--- config.mk ---
export PLATFORM = sky130hd
export DESIGN_NAME = pced_top
export DESIGN_NICKNAME = d
export VERILOG_FILES = /design/src/design/pced_pkg.sv /design/src/design/pced_port_if.sv /design/src/design/pced_sync.sv /design/src/design/pced_edge_det.sv /design/src/design/pced_top.sv
export SDC_FILE = /design/constraint.sdc
export NUM_CORES = 1
export LEC_CHECK = 0
export BUFFER_PORTS_ARGS = -buffer_cell sky130_fd_sc_hd__buf_2
export CAP_MARGIN = 5
export CELL_PAD_IN_SITES_DETAIL_PLACEMENT = 0
export CELL_PAD_IN_SITES_GLOBAL_PLACEMENT = 2
export CORE_ASPECT_RATIO = 0.8
export CORE_MARGIN = 1
export CORE_UTILIZATION = 33
export CTS_CLUSTER_SIZE = 40
export DETAILED_ROUTE_END_ITERATION = 7
export GPL_TIMING_DRIVEN = 0
export PLACE_DENSITY = 0.87
export SLEW_MARGIN = 20
export SYNTH_ARGS = -nofsm -noshare
export SYNTH_HDL_FRONTEND = slang
export SYNTH_SLANG_ARGS = --single-unit
--- constraint.sdc ---
create_clock -name core_clk -period 2.05 [get_ports core_clk]
set_input_delay 0.41 -clock core_clk [delete_from_list [all_inputs] [get_ports core_clk]]
set_output_delay 0.41 -clock core_clk [all_outputs]
set_load 0.05 [all_outputs]
--- src/design/pced_pkg.sv ---
// Package of register map, field layout and reset values for the pin change edge detector
package pced_pkg;
    // Register byte offsets
    localparam logic [5:0] OFF_A_RISE  = 6'h00;  // Port A rise arm
    localparam logic [5:0] OFF_A_FALL  = 6'h04;  // Port A fall arm
    localparam logic [5:0] OFF_A_FLAG  = 6'h08;  // Port A change flags
    localparam logic [5:0] OFF_B_RISE  = 6'h0c;  // Port B rise arm
    localparam logic [5:0] OFF_B_FALL  = 6'h10;  // Port B fall arm
    localparam logic [5:0] OFF_B_FLAG  = 6'h14;  // Port B change flags
    localparam logic [5:0] OFF_C_RISE  = 6'h18;  // Port C rise arm
    localparam logic [5:0] OFF_C_FALL  = 6'h1c;  // Port C fall arm
    localparam logic [5:0] OFF_C_FLAG  = 6'h20;  // Port C change flags
    localparam logic [5:0] OFF_CTRL    = 6'h24;  // Interrupt enable
    localparam logic [5:0] OFF_IRQ_STS = 6'h28;  // Sticky event status, W1C
    localparam logic [5:0] OFF_IRQ_MSK = 6'h2c;  // Event mask
    // Implemented pin masks
    localparam logic [7:0] MASK_A      = 8'h3f;  // Port A pins 5..0
    localparam logic [7:0] MASK_B      = 8'hf0;  // Port B pins 7..4
    localparam logic [7:0] MASK_C_BIG  = 8'hff;  // Port C, large variant
    localparam logic [7:0] MASK_C_SML  = 8'h3f;  // Port C, small variant
    // Field positions
    localparam int         CTRL_IE_BIT = 0;      // Pin change irq enable
    localparam int         STS_A_BIT   = 0;      // Port A event
    localparam int         STS_B_BIT   = 1;      // Port B event
    localparam int         STS_C_BIT   = 2;      // Port C event
    // Reset values
    localparam logic [7:0] RST_REG     = 8'h00;  // All registers clear
    localparam logic [2:0] STS_MASK    = 3'h7;   // Implemented status bits
    // Pin groups
    localparam int         NUM_PORTS   = 3;      // Ports A, B, C
endpackage

--- src/design/pced_port_if.sv ---
// Interface between the top and one port's edge detector
`timescale 1ns/1ns
interface pced_port_if;
    logic [7:0] rise_arm;   // Rising edge enables
    logic [7:0] fall_arm;   // Falling edge enables
    logic [7:0] clr_mask;   // Flags software clears this cycle
    logic [7:0] flags;      // Current flag state
    logic       event_hit;  // Pulse: some flag newly set
    modport det (input rise_arm, input fall_arm, input clr_mask, output flags, output event_hit);
    modport ctl (output rise_arm, output fall_arm, output clr_mask, input flags, input event_hit);
endinterface

--- src/design/pced_sync.sv ---
// Two-stage synchroniser for a group of pin inputs
`timescale 1ns/1ns
module pced_sync #(
    parameter int W = 8
) (
    input  wire logic         core_clk,
    input  wire logic         resetn,
    input  wire logic         clk_en,
    input  wire logic [W-1:0] async_in,
    output logic      [W-1:0] sync_out
);
    logic [W-1:0] stage1_reg;  // Read only by second stage

    // Two flops in series
    always_ff @(posedge core_clk) begin
        if (!resetn) begin
            stage1_reg <= '0;
            sync_out   <= '0;
        end else if (clk_en) begin
            stage1_reg <= async_in;
            sync_out   <= stage1_reg;
        end
    end
endmodule

--- src/design/pced_edge_det.sv ---
// Per-port edge detector holding the sticky change flags
`timescale 1ns/1ns
module pced_edge_det #(
    parameter logic [7:0] PIN_MASK = 8'hff
) (
    input  wire logic       core_clk,
    input  wire logic       resetn,
    input  wire logic       clk_en,
    input  wire logic [7:0] pin_sync,
    pced_port_if.det        port
);
    logic [7:0] prev_reg;  // Pin state one cycle ago
    logic [7:0] hit;       // Armed edges this cycle

    // Edge qualified by arm bits and implemented pins
    always_comb begin
        hit = (((pin_sync & ~prev_reg) & port.rise_arm)
             | ((~pin_sync & prev_reg) & port.fall_arm))
             & PIN_MASK;
    end

    // Previous pin sample
    always_ff @(posedge core_clk) begin
        if (!resetn) begin
            prev_reg <= '0;
        end else if (clk_en) begin
            prev_reg <= pin_sync;
        end
    end

    // Flags: set beats software clear
    always_ff @(posedge core_clk) begin
        if (!resetn) begin
            port.flags <= pced_pkg::RST_REG;
        end else if (clk_en) begin
            port.flags <= ((port.flags & ~port.clr_mask) | hit) & PIN_MASK;
        end
    end

    // Newly set event pulse
    always_ff @(posedge core_clk) begin
        if (!resetn) begin
            port.event_hit <= 1'b0;
        end else if (clk_en) begin
            port.event_hit <= |hit;
        end
    end
endmodule

--- src/design/pced_top.sv ---
// Top of the pin change edge detector with Avalon-MM register slave
//
// Implementation choices: the register offsets and register access over Avalon-MM.
`timescale 1ns/1ns

// Overview of operation
// - Armed rising edge sets pin flag
// - Armed falling edge sets pin flag
// - Software writes zero to clear; set wins
// - All flags clear on every reset
// - Unimplemented bits read back as zero
module pced_top #(
    parameter bit BIG_VARIANT = 1'b1
) (
    input  wire logic       core_clk,
    input  wire logic       resetn,
    input  wire logic       clk_en,
    input  wire logic [5:0] avs_address,
    input  wire logic       avs_read,
    input  wire logic       avs_write,
    input  wire logic [31:0] avs_writedata,
    input  wire logic [3:0] avs_byteenable,
    output logic     [31:0] avs_readdata,
    output logic            avs_waitrequest,
    input  wire logic [7:0] port_a_pin,
    input  wire logic [7:0] port_b_pin,
    input  wire logic [7:0] port_c_pin,
    output logic            pin_change_irq,
    output logic            event_irq
);
    localparam logic [7:0] MASK_C = BIG_VARIANT ? pced_pkg::MASK_C_BIG : pced_pkg::MASK_C_SML;

    logic [7:0] a_sync;          // Synchronised port A
    logic [7:0] b_sync;          // Synchronised port B
    logic [7:0] c_sync;          // Synchronised port C
    logic [7:0] a_rise_reg;      // Port A rise arm
    logic [7:0] a_fall_reg;      // Port A fall arm
    logic [7:0] b_rise_reg;      // Port B rise arm
    logic [7:0] b_fall_reg;      // Port B fall arm
    logic [7:0] c_rise_reg;      // Port C rise arm
    logic [7:0] c_fall_reg;      // Port C fall arm
    logic       irq_en_reg;      // Pin change irq enable
    logic [2:0] sts_reg;         // Sticky event status
    logic [2:0] msk_reg;         // Event mask
    logic       ack_reg;         // Access answered this cycle
    logic       wr_fire;         // Write takes effect
    logic       rd_fire;         // Read data loaded, one edge before the answer
    logic [7:0] wbyte;           // Low write byte
    logic       wlane;           // Low lane enabled

    pced_port_if pa ();
    pced_port_if pb ();
    pced_port_if pc ();

    // Input synchronisers
    pced_sync #(.W(8)) u_sync_a (.core_clk(core_clk), .resetn(resetn), .clk_en(clk_en),
                                 .async_in(port_a_pin), .sync_out(a_sync));
    pced_sync #(.W(8)) u_sync_b (.core_clk(core_clk), .resetn(resetn), .clk_en(clk_en),
                                 .async_in(port_b_pin), .sync_out(b_sync));
    pced_sync #(.W(8)) u_sync_c (.core_clk(core_clk), .resetn(resetn), .clk_en(clk_en),
                                 .async_in(port_c_pin), .sync_out(c_sync));

    // Edge detectors, one per port
    pced_edge_det #(.PIN_MASK(pced_pkg::MASK_A)) u_det_a (.core_clk(core_clk), .resetn(resetn),
                                 .clk_en(clk_en), .pin_sync(a_sync), .port(pa));
    pced_edge_det #(.PIN_MASK(pced_pkg::MASK_B)) u_det_b (.core_clk(core_clk), .resetn(resetn),
                                 .clk_en(clk_en), .pin_sync(b_sync), .port(pb));
    pced_edge_det #(.PIN_MASK(MASK_C)) u_det_c (.core_clk(core_clk), .resetn(resetn),
                                 .clk_en(clk_en), .pin_sync(c_sync), .port(pc));

    // Bus handshake: one wait cycle, answer on second edge
    assign wr_fire = clk_en && avs_write && !avs_read && ack_reg;
    // Read data loads as waitrequest drops, so it already stands at the answer edge
    assign rd_fire = clk_en && avs_read && !avs_write && !ack_reg;
    assign wbyte   = avs_writedata[7:0];
    assign wlane   = avs_byteenable[0];

    // Arm and clear controls to detectors
    assign pa.rise_arm = a_rise_reg;
    assign pa.fall_arm = a_fall_reg;
    assign pb.rise_arm = b_rise_reg;
    assign pb.fall_arm = b_fall_reg;
    assign pc.rise_arm = c_rise_reg;
    assign pc.fall_arm = c_fall_reg;

    // Clear mask: bits written as zero clear a flag
    function automatic logic [7:0] clr_of(input logic hit_addr, input logic [7:0] d);
        return (hit_addr && wr_fire && wlane) ? ~d : 8'h00;
    endfunction

    assign pa.clr_mask = clr_of(avs_address == pced_pkg::OFF_A_FLAG, wbyte);
    assign pb.clr_mask = clr_of(avs_address == pced_pkg::OFF_B_FLAG, wbyte);
    assign pc.clr_mask = clr_of(avs_address == pced_pkg::OFF_C_FLAG, wbyte);

    // Acknowledge toggles: wait one cycle, then answer
    always_ff @(posedge core_clk) begin
        if (!resetn) begin
            ack_reg <= 1'b0;
        end else if (clk_en) begin
            ack_reg <= (avs_read ^ avs_write) && !ack_reg;
        end
    end

    // Waitrequest high unless answering next edge
    always_ff @(posedge core_clk) begin
        if (!resetn) begin
            avs_waitrequest <= 1'b1;
        end else if (clk_en) begin
            avs_waitrequest <= !((avs_read ^ avs_write) && !ack_reg);
        end
    end

    // Arm registers, masked to implemented pins
    always_ff @(posedge core_clk) begin
        if (!resetn) begin
            a_rise_reg <= pced_pkg::RST_REG;
            a_fall_reg <= pced_pkg::RST_REG;
            b_rise_reg <= pced_pkg::RST_REG;
            b_fall_reg <= pced_pkg::RST_REG;
            c_rise_reg <= pced_pkg::RST_REG;
            c_fall_reg <= pced_pkg::RST_REG;
        end else if (wr_fire && wlane) begin
            if (avs_address == pced_pkg::OFF_A_RISE) begin
                a_rise_reg <= wbyte & pced_pkg::MASK_A;
            end else if (avs_address == pced_pkg::OFF_A_FALL) begin
                a_fall_reg <= wbyte & pced_pkg::MASK_A;
            end else if (avs_address == pced_pkg::OFF_B_RISE) begin
                b_rise_reg <= wbyte & pced_pkg::MASK_B;
            end else if (avs_address == pced_pkg::OFF_B_FALL) begin
                b_fall_reg <= wbyte & pced_pkg::MASK_B;
            end else if (avs_address == pced_pkg::OFF_C_RISE) begin
                c_rise_reg <= wbyte & MASK_C;
            end else if (avs_address == pced_pkg::OFF_C_FALL) begin
                c_fall_reg <= wbyte & MASK_C;
            end
        end
    end

    // Control and mask registers
    always_ff @(posedge core_clk) begin
        if (!resetn) begin
            irq_en_reg <= 1'b0;
            msk_reg    <= '0;
        end else if (wr_fire && wlane) begin
            if (avs_address == pced_pkg::OFF_CTRL) begin
                irq_en_reg <= wbyte[pced_pkg::CTRL_IE_BIT];
            end else if (avs_address == pced_pkg::OFF_IRQ_MSK) begin
                msk_reg <= wbyte[2:0] & pced_pkg::STS_MASK;
            end
        end
    end

    // Sticky event status: write one clears, new event wins
    always_ff @(posedge core_clk) begin
        if (!resetn) begin
            sts_reg <= '0;
        end else if (clk_en) begin
            sts_reg <= (sts_reg & ~((wr_fire && wlane && avs_address == pced_pkg::OFF_IRQ_STS)
                                    ? wbyte[2:0] : 3'h0))
                     | {pc.event_hit, pb.event_hit, pa.event_hit};
        end
    end

    // Read data mux; unmapped reads zero
    always_ff @(posedge core_clk) begin
        if (!resetn) begin
            avs_readdata <= '0;
        end else if (rd_fire) begin
            if (avs_address == pced_pkg::OFF_A_RISE) begin
                avs_readdata <= {24'h0, a_rise_reg};
            end else if (avs_address == pced_pkg::OFF_A_FALL) begin
                avs_readdata <= {24'h0, a_fall_reg};
            end else if (avs_address == pced_pkg::OFF_A_FLAG) begin
                avs_readdata <= {24'h0, pa.flags};
            end else if (avs_address == pced_pkg::OFF_B_RISE) begin
                avs_readdata <= {24'h0, b_rise_reg};
            end else if (avs_address == pced_pkg::OFF_B_FALL) begin
                avs_readdata <= {24'h0, b_fall_reg};
            end else if (avs_address == pced_pkg::OFF_B_FLAG) begin
                avs_readdata <= {24'h0, pb.flags};
            end else if (avs_address == pced_pkg::OFF_C_RISE) begin
                avs_readdata <= {24'h0, c_rise_reg};
            end else if (avs_address == pced_pkg::OFF_C_FALL) begin
                avs_readdata <= {24'h0, c_fall_reg};
            end else if (avs_address == pced_pkg::OFF_C_FLAG) begin
                avs_readdata <= {24'h0, pc.flags};
            end else if (avs_address == pced_pkg::OFF_CTRL) begin
                avs_readdata <= {31'h0, irq_en_reg};
            end else if (avs_address == pced_pkg::OFF_IRQ_STS) begin
                avs_readdata <= {29'h0, sts_reg};
            end else if (avs_address == pced_pkg::OFF_IRQ_MSK) begin
                avs_readdata <= {29'h0, msk_reg};
            end else begin
                avs_readdata <= '0;
            end
        end
    end

    // Combined pin change request, gated by enable
    always_ff @(posedge core_clk) begin
        if (!resetn) begin
            pin_change_irq <= 1'b0;
        end else if (clk_en) begin
            pin_change_irq <= irq_en_reg && |{pa.flags, pb.flags, pc.flags};
        end
    end

    // Masked sticky status interrupt
    always_ff @(posedge core_clk) begin
        if (!resetn) begin
            event_irq <= 1'b0;
        end else if (clk_en) begin
            event_irq <= |(sts_reg & msk_reg);
        end
    end
endmodule

---- Word level (Yosys, flattened, before mapping) ----
Index checks and enable logic that the tools add are counted.
W data, S select, Z words.
cells by class
  equal/unequal tests ..................... 11
  muxes and demuxes ....................... 16
  bitwise operators ....................... 42
  reductions and logical operators ........ 34
operators with widths
  operator              number
  $and A8 B8 Y8         10
  $mux W8               10
  $not A8 Y8            7
  $mux W32              1
  $or A8 B8 Y8          4
  $and A6 B6 Y6         5
  $eq A6 B5 Y1 const B  4
  $eq A6 B6 Y1 const B  4
  $not A6 Y6            3
  $reduce_or A18 Y1     1
  $logic_and A1 B1 Y1   16
  $eq A6 B4 Y1 const B  2
  $mux W3               4
  $or A6 B6 Y6          2
  $reduce_or A8 Y1      1
  $reduce_and A7 Y1     1
  $and A3 B3 Y3         2
  $eq A6 B3 Y1 const B  1
  $logic_not A6 Y1      1
  $mux W6               1
  $not A1 Y1            6
  $reduce_and A3 Y1     2
  $reduce_and A6 Y1     1
  $reduce_or A6 Y1      1
  9 further kinds       13
word-level totals
  bits in registers ....................... 166
  input bits .............................. 71
  output and inout port bits .............. 35
  logic and storage cells ................. 132

---- Logic depth before layout (Yosys ltp) ----
Gate-level depths: netlist of run 1.
  depth in word-level cells ............... 13
  depth in mapped cells ................... 7

---- Cells and area by module ----
Synthesis of run 1 repeated with hierarchy kept, for this count alone.
unflattened totals
  cells, all modules ...................... 768
  area total of the unflattened synthesis .. 7048.0 µm²
modules (own cells, without submodules)
  module                    instances  cells an instance  area an instance (µm²)
  pced_top                  1          405                3323.2
  pced_sync                 3          51                 615.6
  pced_edge_det at u_det_c  1          89                 808.3
  pced_edge_det at u_det_a  1          71                 628.1
  pced_edge_det at u_det_b  1          50                 441.7

---- Least setup slack after synthesis of run 1 ----
Ideal clock, no wire load.
  kind .................................... input-to-reg
  from .................................... in clk_en
  to ...................................... reg u_det_b.port.flags[6]
  setup time .............................. 0.126 ns
  arrival time ............................ 1.600 ns
  required time ........................... 1.924 ns
  path slack .............................. 0.325 ns
  stages on the path ...................... 7
  buffers on the path ..................... 2
  path through ............................ buf_2 > nand3_1 > nor3b_4 > buf_4 > nand3_1 > o211ai_1 > o21ai_0
between the ends
  longest elaborated chain between the ends .. 9
RTL lines
  what                              RTL line             text
  start: declaration                pced_top.sv:17       input wire logic clk_en,
  $logic_and A1 B1 Y1 (3 in a row)  pced_top.sv:72       assign wr_fire = clk_en && avs_write && !avs_read && ack_reg;
  $logic_and A1 B1 Y1 (2 in a row)  pced_top.sv:88       return (hit_addr && wr_fire && wlane) ? ~d : 8'h00;
  $mux W8                           pced_top.sv:88
  $not A8 Y8                        pced_edge_det.sv:36  port.flags <= ((port.flags & ~port.clr_mask) | hit) & PIN_MASK;
  $and A8 B8 Y8                     pced_edge_det.sv:36
  $or A8 B8 Y8                      pced_edge_det.sv:36
  end signal: assignment            pced_edge_det.sv:34  port.flags <= pced_pkg::RST_REG;
  end signal: assignment            pced_edge_det.sv:36
  end: declaration                  pced_port_if.sv:9    modport det (input rise_arm, input fall_arm, input clr_mask, output flags, output event_hit);
Parallel ways exist; a longest one is shown, timed or not.
A chain may end at the register's enable or synchronous reset.

---- Worst setup path in the final report of run 1 ----
  from .................................... reg ack_reg
  to ...................................... reg avs_readdata[4]
between the ends
  longest elaborated chain between the ends .. 2
RTL lines
  what                      RTL line         text
  start: declaration        pced_top.sv:45   logic ack_reg;
  start signal: assignment  pced_top.sv:100  ack_reg <= (avs_read ^ avs_write) && !ack_reg;
  $logic_not A1 Y1          pced_top.sv:74   assign rd_fire = clk_en && avs_read && !avs_write && !ack_reg;
  $logic_and A1 B1 Y1       pced_top.sv:74
  end signal: assignment    pced_top.sv:170  avs_readdata <= {24'h0, a_rise_reg};
  end signal: assignment    pced_top.sv:172  avs_readdata <= {24'h0, a_fall_reg};
  end signal: assignment    pced_top.sv:174  avs_readdata <= {24'h0, pa.flags};
  end: declaration          pced_top.sv:23   output logic [31:0] avs_readdata,
No other way between the ends.

==> results of run 1 <==
## layer usage
metal / up-vias / track usage [%] / routed length (microns)
met1: 2578 / 29.51 / 9291
met2: 176 / 32.00 / 8078
met3: 26 / 4.061 / 1133
met4: 0 / 8.207 / 294
met5: - / 0 / 0
li1: 2565 / - / -
## worst paths after layout
| kind | startpoint | endpoint | slack [ps] |
|---|---|---|---|
| max reg2reg | ack_reg$_SDFFE_PN0P_ | avs_readdata[4]$_SDFFE_PN0P_ | 100 |
| max | ack_reg$_SDFFE_PN0P_ | avs_readdata[4]$_SDFFE_PN0P_ | 100 |
| min | port_c_pin[5] | u_sync_c.stage1_reg[5]$_SDFFE_PN0P_ | 220 |
| min reg2reg | pin_change_irq$_SDFFE_PN0P_ | pin_change_irq$_SDFFE_PN0P_ | 480 |
## worst register-to-register path, cell delays in order, from the launching register on
cell and delay [ps]:
dfxtp_1 330, nor4bb_1 360, clkbuf_1 480, buf_2 360
o211ai_1 180, a21oi_1 160
## cell usage in the layout, fill, tap and decap left out, types with 3 or more instances in the layout
| master | Yosys | routed |
|---|---|---|
| nor4_1 | 6 | 6 |
| or4_1 | 4 | 4 |
| o22ai_1 | 6 | 6 |
| buf_4 | 25 | 26 |
| nand3_1 | 23 | 23 |
| o32ai_1 | 3 | 3 |
| o21a_1 | 5 | 5 |
| nor2_1 | 108 | 107 |
| a31oi_1 | 9 | 9 |
| a311oi_1 | 4 | 4 |
| buf_1 | 6 | 6 |
| dfxtp_1 | 130 | 130 |
| nor3_1 | 3 | 3 |
| or3_1 | 3 | 3 |
| nor2b_1 | 6 | 6 |
| a21oi_1 | 39 | 39 |
| clkbuf_16 | 0 | 17 |
| o211ai_1 | 10 | 10 |
| buf_2 | 9 | 51 |
| clkbuf_1 | 26 | 27 |
| nand3_2 | 3 | 3 |
| nand2_1 | 72 | 72 |
| clkinv_2 | 0 | 5 |
| conb_1 | 1 | 24 |
| inv_1 | 4 | 4 |
| nand3b_1 | 15 | 15 |
| o2bb2ai_1 | 3 | 3 |
| mux2i_1 | 94 | 94 |
| o21ai_0 | 34 | 34 |
| nand4_1 | 3 | 3 |
| nand2b_1 | 3 | 3 |
| clkbuf_8 | 0 | 3 |
## power groups by stage
stage / Combinational (uW) / Sequential, uW / Clock (uW)
6_report: 546 / 2610 / 2990
4_1_cts: 543 / 2610 / 3040
2_1_floorplan: 369 / 2670 / 0
3_3_place_gp: 534 / 2660 / 0
3_5_place_dp: 541 / 2670 / 0
5_1_grt: 585 / 2620 / 3170
## layout make-up
type	instances	area [sq um]
sequential	130	2603
clock buffer	21	470.5
fill	1798	10370
timing repair buffer	44	237.7
inverter	5	18.77
tap	225	281.5
multi-input combinational	511	3085
buffer	67	364.1
clock inverter	10	108.9
## through the flow
step / total power, uW / utilization (%) / instance area (sq um) / std cells / setup slack (ps)
floorplan: 3041 / - / 6068 / 713 / 324.7
global placement: 3197 / 37.40 / 6560 / 980 / -263.9
detailed placement: 3209 / 37.40 / 6560 / 980 / -322.1
CTS: 6195 / 40.86 / 7167 / 1013 / 143.9
global route: 6371 / 40.88 / 7169 / 1013 / 48.66
finish: 6154 / 40.88 / 7169 / 1013 / 103.4
## synthesized netlist by cell type, types with 5 or more instances
cell type | n | area (sq um)
dfxtp_1 | 130 | 2603
nor2_1 | 108 | 405.4
mux2i_1 | 94 | 940.9
nand2_1 | 72 | 270.3
a21oi_1 | 39 | 195.2
o21ai_0 | 34 | 170.2
clkbuf_1 | 26 | 97.59
buf_4 | 25 | 187.7
nand3_1 | 23 | 115.1
nand3b_1 | 15 | 112.6
o211ai_1 | 10 | 75.07
a31oi_1 | 9 | 56.30
buf_2 | 9 | 45.04
buf_1 | 6 | 22.52
nor2b_1 | 6 | 37.54
nor4_1 | 6 | 37.54
o22ai_1 | 6 | 37.54
o21a_1 | 5 | 37.54
## timing repair
action                     CTS  global route
gates resized for setup      0             1
buffers inserted             2             0
cloned                       0             0
setup endpoints to repair    2             1
pin swaps                    1             0
## kinds of logic (layout without fill, tap and decap cells)
| group | after synthesis | count (layout) | synth area share [%] |
|---|---|---|---|
| xor gates and xnor gates | 1 | 1 | 0.1464 |
| AOI/OAI and AO/OA | 129 | 129 | 13.16 |
| buffers and inverters | 72 | 147 | 6.400 |
| DFF | 130 | 130 | 43.51 |
| and+or+nand+nor | 263 | 263 | 21.00 |
| muxes | 94 | 94 | 15.73 |
| other | 1 | 24 | 0.06269 |
==> metrics.cfg, run 1 <==
[min_path]
holdPathStages = 3
hold_class = in2reg

[sta]
rsz0062_at_grt = no
finalMaxSlewViolations = 0
tightestPinTransition_ps = 916.3
whs_ps = 220.5
final.setup.tns_ps = 0
fmax_ghz = 0.5137
hold_viol_final = 0
fin_crit_ps = 1947
setup_viol_count_final = 0
period_share_pct = 94.96
fin_skew_ps = 7.413
relSlewSlack_pct = 38.91

[final_layout]
layout-area-overhead-vs-synth_pct = 19.85
antenna_cells = 0
nets = 847
drive_gt1_share_pct = 15.36

[route]
totalWireLength_mm = 18.80
ant_nets = 0
vias = 5345
dr.pass1.iters = 8
first_iter_violations = 422
avgViaCountPerCell = 5.276
wire_per_inst_microns = 18.56
drc = 4

[placement]
gp_congestion = 0.8923
dp_hpwl_mm = 14.11
port_buffers = 42

[clock_tree]
cts_buffers = 17
clk_pin_slew_ps = 60
cts.path.max_buffers = 2
cts.sinks = 130
root_buffer = clkbuf_16
worstSkewPairLatency_ps = 420
h-tree-depth = 4
cts_tree = done
cts_hold_buf = 0

[run_status]
violations = design-rule violations
outcome = complete, but fails checks

[power_and_ir_drop]
p_leak_uw = 0.003067
internal_power_uw = 4609
p_per_area_mw_per_mm2 = 858.4
comb_power_share_pct = 8.9
switchingPower_uw = 1545
ir_drop_mv = 0.6186
sw_frac_of_total_pct = 25.11
p_clk_share_pct = 48.7
power_frac_seq_pct = 42.5

[global_route]
grt_pass1_wl_mm = 29.37
grt_max_degree = 17
antenna_found_initial = 0
grt_pass1_vias = 5191
gr-total-overflow = 0
grt_util_all_layers_pct = 21.07

[setup_path]
cp.arrival_ps = 2300
worst_path_dominant_cell_family = buffers and inverters
max_stage_delay_ps = 480
path_depth = 5
crit_buf_inv = 2
criticalPathCategory = reg2reg
start_kind = flip-flop
path_cells = nor4bb_1 > clkbuf_1 > buf_2 > o211ai_1 > a21oi_1
crit_fanout = 10
crit_required_ps = 2400
worstRegToRegCells = 5
crit_path_end_kind = flip-flop
cp_slowest_cell = clkbuf_1

[floorplan]
coreArea_sq_mm = 0.01754
ios = 106
placementRows = 43
die_y_microns = 122.4
dieWidth_microns = 152.5
start_util_pct = 34.11
dieArea_sq_mm = 0.01867

[yosys]
postSynthAreaPerCell_sq_um = 8.670
synth_edf_count = 0
async_flop_share_pct = 0
syn_area_sq_mm = 0.005982
seq_area_frac_synth_pct = 43.51
ys_seq_elements = 130
syn_inst = 690
yosysWarnings = 0
synth_cell_types = 55
synth-main-ff-cell = dfxtp_1

[job]
max-cap-violations = 0

Power figures use the tool's default switching activity.
==> inputs of run 2 (changes only) <==
==> constraint.sdc (replaced) <==
create_clock -name core_clk -period 2.05 [get_ports core_clk]
set_input_delay 0.1025 -clock core_clk [delete_from_list [all_inputs] [get_ports core_clk]]
set_output_delay 0.1025 -clock core_clk [all_outputs]
set_load 0.05 [all_outputs]
==> run 2 against run 1 <==
Effect of this change:
- the flow still finishes with violations (design-rule violations)
- clock power is essentially flat
- clock-buffer cell count unchanged
- clock skew is 0.60 ps higher
- utilization increased by 1.0 points
- sequential cell count unchanged
- non-clock buffer count grew 18
- design area increased by 2.5%
- cell count grew 1.8%
- global-route usage rose by 0.10 points
- largest cell class unchanged
- highest routed layer unchanged
==> metrics.cfg, run 2 (synthesized netlist as in run 1, its figures left out) <==
[clock_tree]
cts_tree = done
cts.sinks = 130  ; unchanged
cts.path.max_buffers = 2  ; unchanged
root_buffer = clkbuf_16
worstSkewPairLatency_ps = 430  ; about the same
h-tree-depth = 4  ; unchanged
cts_buffers = 17  ; unchanged
clk_pin_slew_ps = 60  ; about the same
cts_resized = 0  ; unchanged

[sta]
relSlewSlack_pct = 38.13  ; -0.78 points
fin_crit_ps = 1942  ; -4.990 ps
final.setup.tns_ps = 0  ; unchanged
period_share_pct = 94.71  ; -0.24 points
finalMaxSlewViolations = 0  ; unchanged
fin_skew_ps = 8.015  ; +0.6016 ps
tightestPinTransition_ps = 928.0  ; +11.69 ps
rsz0062_at_grt = no
hold_viol_final = 0  ; unchanged
fmax_ghz = 0.5150  ; +0.26%
setup_viol_count_final = 0  ; unchanged
whs_ps = 10.99  ; -209.5 ps

[setup_path]
crit_path_end_kind = flip-flop
r2r-start = ack_reg$_SDFFE_PN0P_
crit_fanout = 10  ; unchanged
reg2reg_to = avs_readdata[4]$_SDFFE_PN0P_
crit_required_ps = 2400  ; about the same
cp.arrival_ps = 2290  ; about the same
cp_slowest_cell = clkbuf_1
path_cells = nor4bb_1 > clkbuf_1 > buf_2 > o211ai_1 > a21oi_1
timing.reg2reg.setup_slack_ps = 110  ; about the same
worstRegToRegCells = 5  ; unchanged
max_stage_delay_ps = 470  ; about the same
start_kind = flip-flop
crit_path_start = ack_reg$_SDFFE_PN0P_
criticalPathCategory = reg2reg

[global_route]
grt_pass1_vias = 5246  ; +1.1%
grt_pass1_wl_mm = 29.57  ; +0.66%
grt_max_degree = 17  ; unchanged
grt_util_all_layers_pct = 21.17  ; +0.10 points
gr-total-overflow = 0  ; unchanged
antenna_found_initial = 0  ; unchanged

[route]
avgViaCountPerCell = 5.236  ; -0.77%
dr.pass1.iters = 8  ; unchanged
ant_nets = 0  ; unchanged
vias = 5398  ; +0.99%
totalWireLength_mm = 18.89  ; +0.46%
first_iter_violations = 523  ; +24%
wire_per_inst_microns = 18.32  ; -1.3%
drc = 4  ; unchanged

[run_status]
outcome = complete, but fails checks
violations = design-rule violations

[floorplan]
dieArea_sq_mm = 0.01867  ; unchanged
start_util_pct = 34.11  ; unchanged
ios = 106  ; unchanged
placementRows = 43  ; unchanged
coreArea_sq_mm = 0.01754  ; unchanged
dieWidth_microns = 152.5  ; unchanged
die_y_microns = 122.4  ; unchanged

[power_and_ir_drop]
internal_power_uw = 4631  ; +0.48%
p_leak_uw = 0.003142  ; +2.5%
power_frac_seq_pct = 42.2  ; -0.3 points
p_per_area_mw_per_mm2 = 842.4  ; -1.9%
sw_frac_of_total_pct = 25.18  ; +0.069 points
comb_power_share_pct = 9.2  ; +0.3 points
ir_drop_mv = 0.6221  ; +0.57%
switchingPower_uw = 1558  ; +0.84%
p_clk_share_pct = 48.5  ; -0.2 points

[min_path]
holdPathStages = 3  ; unchanged
min_to = a_rise_reg[3]$_SDFFE_PN0P_
min-delay-start = avs_writedata[3]
hold_class = in2reg

[final_layout]
layout-area-overhead-vs-synth_pct = 22.82
antenna_cells = 0  ; unchanged
layout_common_cells = dfxtp_1, nor2_1, mux2i_1
nets = 865  ; +2.1%
final_common_cell = dfxtp_1
drive_gt1_share_pct = 14.89  ; -0.47 points

[placement]
dp_hpwl_mm = 14.11  ; unchanged
port_buffers = 42  ; unchanged
gp_congestion = 0.8923  ; unchanged

[job]
max-cap-violations = 0  ; unchanged

==> run 2: cell types whose count changed in the layout (fill, tap and decap cells not counted), sizes merged <==
cell,previous run,this run
dlygate4sd3,0,18
==> run 2: area by class of cell <==
| class | count | area (sq um) |
|---|---|---|
| fill | 1778 | 10190 |
| multi-input combinational | 511 | 3083 |
| sequential | 130 | 2603 |
| clock buffer | 21 | 470.5 |
| timing repair buffer | 62 | 417.9 |
| buffer | 67 | 364.1 |
| tap | 225 | 281.5 |
| clock inverter | 10 | 108.9 |
| inverter | 5 | 18.77 |
==> run 2: worst max-delay path by stage <==
stage,cells past startpoint,slack (ps),end
after floorplan,4,520,pin_change_irq$_SDFFE_PN0P_
after global placement,7,40,c_rise_reg[2]$_SDFFE_PN0P_
after detailed placement,6,-50,u_det_c.port.flags[4]$_SDFFE_PN0P_
after CTS,5,140,avs_readdata[5]$_SDFFE_PN0P_
after global routing,5,60,avs_readdata[4]$_SDFFE_PN0P_
final,5,110,avs_readdata[4]$_SDFFE_PN0P_
==> run 2: layer usage <==
| metal | share of wire [%] | routed length (microns) | GRT usage [%] |
|---|---|---|---|
| met1 | 50 | 9374 | 29.62 |
| met2 | 43 | 8100 | 32.23 |
| met3 | 5.6 | 1062 | 4.061 |
| met4 | 1.8 | 347 | 8.207 |
| met5 | 0 | 0 | 0 |
==> run 2: power by group through the flow <==
| stage | Clock, uW | Sequential, uW | Combinational [uW] |
|---|---|---|---|
| 3_3_place_gp | 0 | 2660 | 534 |
| 2_1_floorplan | 0 | 2670 | 369 |
| 6_report | 3000 | 2610 | 572 |
| 3_5_place_dp | 0 | 2670 | 541 |
| 4_1_cts | 3040 | 2610 | 569 |
| 5_1_grt | 3170 | 2620 | 613 |
==> run 2: critical path, delay by kind of cell, from the launching register on <==
family                 cells  cell delay [ps]
flip-flops                 1              330
AO/OA/AOI/OAI              2              340
AND/OR/NAND/NOR            1              360
buffers and inverters      2              830
==> run 2: through the flow <==
stage | util, % | setup slack [ps] | instances | area [sq um] | total power, uW
6_report | 41.89 | 108.4 | 1031 | 7347 | 6189
3_5_place_dp | 37.40 | -49.41 | 980 | 6560 | 3209
4_1_cts | 41.89 | 143.9 | 1031 | 7347 | 6221
5_1_grt | 41.89 | 61.04 | 1031 | 7347 | 6399
3_3_place_gp | 37.40 | 43.62 | 980 | 6560 | 3197
2_1_floorplan | - | 524.1 | 713 | 6068 | 3041
==> run 2: repair_timing <==
item	in CTS	in global routing
setup buffers	2	0
hold endpoints to repair	18	0
setup endpoints to repair	2	0
hold buffers	18	0
==> inputs of run 3 (changes only) <==
Settings changed: CORE_UTILIZATION 33 to 35, SYNTH_HIERARCHICAL from default to 1.
==> run 3 against run 2 <==
Effect of this change:
- the run now ends clean
- critical path depth is 3 higher
- highest routed layer unchanged
- critical path type unchanged
- utilization is 1.8 points higher
- sequential share of layout area is 2.8 points lower
- largest cell class unchanged
==> metrics.cfg, run 3 <==
[floorplan]
start_util_pct = 36.06  ; +1.9 points
placementRows = 44  ; +2.3%
die_y_microns = 124.7  ; +1.9%
coreArea_sq_mm = 0.01828  ; +4.2%
dieWidth_microns = 155.4  ; +1.9%
ios = 106  ; unchanged
dieArea_sq_mm = 0.01938  ; +3.8%

[route]
dr.pass1.iters = 5  ; -3
wire_per_inst_microns = 16.99  ; -7.3%
avgViaCountPerCell = 5.005  ; -4.4%
wl_met3_mm = 1.432  ; +35%
totalWireLength_mm = 18.69  ; -1.0%
routed.top_layer = met4
ant_nets = 0  ; unchanged
met2WireLength_mm = 7.547  ; -6.8%
wl_met1_mm = 9.512  ; +1.5%
drc = 0  ; -4
vias = 5505  ; +2.0%
first_iter_violations = 415  ; -21%

[final_layout]
antenna_cells = 0  ; unchanged
final_common_cell = dfxtp_1
layout-area-overhead-vs-synth_pct = 21.13
nets = 905  ; +4.6%
fillers = 1862  ; +4.7%
layout_common_cells = dfxtp_1, nor2b_1, mux2i_1
drive_gt1_share_pct = 17.71  ; +2.8 points
design_area_sq_mm = 0.007983  ; +8.7%

[placement]
dp_hpwl_mm = 13.76  ; -2.5%
dp_worst_setup_slack_ps = -747.0  ; -697.5 ps
port_buffers = 41  ; -2.4%
dpl_cell_area_sq_mm = 0.007213  ; +10%
gp_congestion = 0.8830  ; -1.0%

[yosys]
syn_area_sq_mm = 0.006590  ; +10%
syn_inst = 726  ; +5.2%
postSynthAreaPerCell_sq_um = 9.077  ; +4.7%
yosysWarnings = 6  ; +6

[sta]
relSlewSlack_pct = 36.06  ; -2.1 points
tightestPinTransition_ps = 945.8  ; +17.80 ps
whs_ps = 16.06  ; +5.069 ps
worst_slack_ps = 200.7  ; +92.27 ps
fin_skew_ps = 8.982  ; +0.9667 ps
finalMaxSlewViolations = 0  ; unchanged
fmax_ghz = 0.5407  ; +5.0%
rsz0062_at_grt = no
hold_viol_final = 0  ; unchanged
setup_viol_count_final = 0  ; unchanged
period_share_pct = 90.21  ; -4.5 points
fin_crit_ps = 1849  ; -92.28 ps

[setup_path]
cp_slowest_cell = dfxtp_1
crit_required_ps = 2360  ; -40 ps
path_cells = nand4b_1 > nor2_4 > buf_2 > nand2_1 > nor2_1 > nand2_1 > a22oi_1 > nor2b_1
crit_buf_inv = 1  ; -1
max_stage_delay_ps = 360  ; -110 ps
worst_path_dominant_cell_family = simple AND/OR/NAND/NOR gates
cpMostUsedCell = nand2_1
crit_fanout = 10  ; unchanged
criticalPathCategory = reg2reg
cp.arrival_ps = 2160  ; -130 ps
crit_path_end_kind = flip-flop
start_kind = flip-flop

[power_and_ir_drop]
p_leak_uw = 0.003212  ; +2.2%
p_per_area_mw_per_mm2 = 761.2  ; -9.6%
p_total_uw = 6076  ; -1.8%
ir_drop_mv = 0.4746  ; -24%

[clock_tree]
cts.sinks = 130  ; unchanged
cts.path.max_buffers = 2  ; unchanged
cts_buffers = 17  ; unchanged
h-tree-depth = 4  ; unchanged
root_buffer = clkbuf_16
worstSkewPairLatency_ps = 430  ; about the same
cts_tree = done
clk_pin_slew_ps = 60  ; about the same

[global_route]
grt_max_degree = 40  ; +23
gr-total-overflow = 0  ; unchanged
grt_pass1_wl_mm = 29.10  ; -1.6%
grt_util_all_layers_pct = 19.97  ; -1.2 points
antenna_found_initial = 0  ; unchanged
grt_pass1_vias = 5065  ; -3.5%

[job]
max-cap-violations = 0  ; unchanged

[min_path]
hold_class = in2reg

[run_status]
outcome = finished, final reports clean

-- run 3: routing by layer --
metal	track usage (%)	vias up
li1	-	2717
met1	30.39	2596
met2	27.38	177
met3	4.523	15
met4	5.825	0
met5	0	-
-- run 3: worst min-delay path, delay by kind of cell --
kind                   cells  cell delay (ps)
AND/OR/NAND/NOR            1               60
buffers and inverters      1              150
AO/OA/AOI/OAI              1               70
-- run 3: through the flow --
stage | util (%) | setup TNS [ps] | instances
2_1_floorplan | - | 0 | 753
3_3_place_gp | 39.46 | -29560 | 1047
3_5_place_dp | 39.46 | -27260 | 1047
4_1_cts | 43.61 | 0 | 1099
5_1_grt | 43.67 | 0 | 1100
6_report | 43.67 | 0 | 1100
-- run 3: path summary, 6_finish.rpt --
kind	start	endpoint	slack [ps]	cells past startpoint
min reg2reg	a_rise_reg[0]$_SDFFE_PN0P_	a_rise_reg[0]$_SDFFE_PN0P_	490	2
min	avs_writedata[7]	c_rise_reg[7]$_SDFFE_PN0P_	20	3
max reg2reg	ack_reg$_SDFFE_PN0P_	u_det_a/port.flags[0]$_SDFFE_PN0P_	200	8
max	ack_reg$_SDFFE_PN0P_	u_det_a/port.flags[0]$_SDFFE_PN0P_	200	8
-- run 3: final cells by class --
cell class	instances	area [sq um]	share of cell area [%]
Buffer	73	494.2	6.191
Tap cell	253	316.6	3.966
Sequential cell	130	2603	32.60
Inverter	4	15.01	0.1881
Clock buffer	21	470.5	5.893
Timing Repair Buffer	62	410.4	5.141
Multi-Input combinational cell	546	3593	45.02
Clock inverter	11	80.08	1.003
-- run 3: power by group --
group	internal, uW	total [uW]	switching [uW]	leakage [uW]
logic	251	639	388	0.00191
registers	2580	2610	34.8	0.00105
clock network	1640	2830	1190	0.000250
total	4470	6080	1610	0.00321
-- run 3: timing repair --
| action | CTS | global route |
|---|---|---|
| endpoints found under the setup margin | 19 | 16 |
| setup buffers | 1 | 1 |
| hold buffers | 19 | 0 |
| pin swaps | 1 | 1 |
| gates resized for setup | 3 | 1 |
| hold endpoints to repair | 19 | 0 |
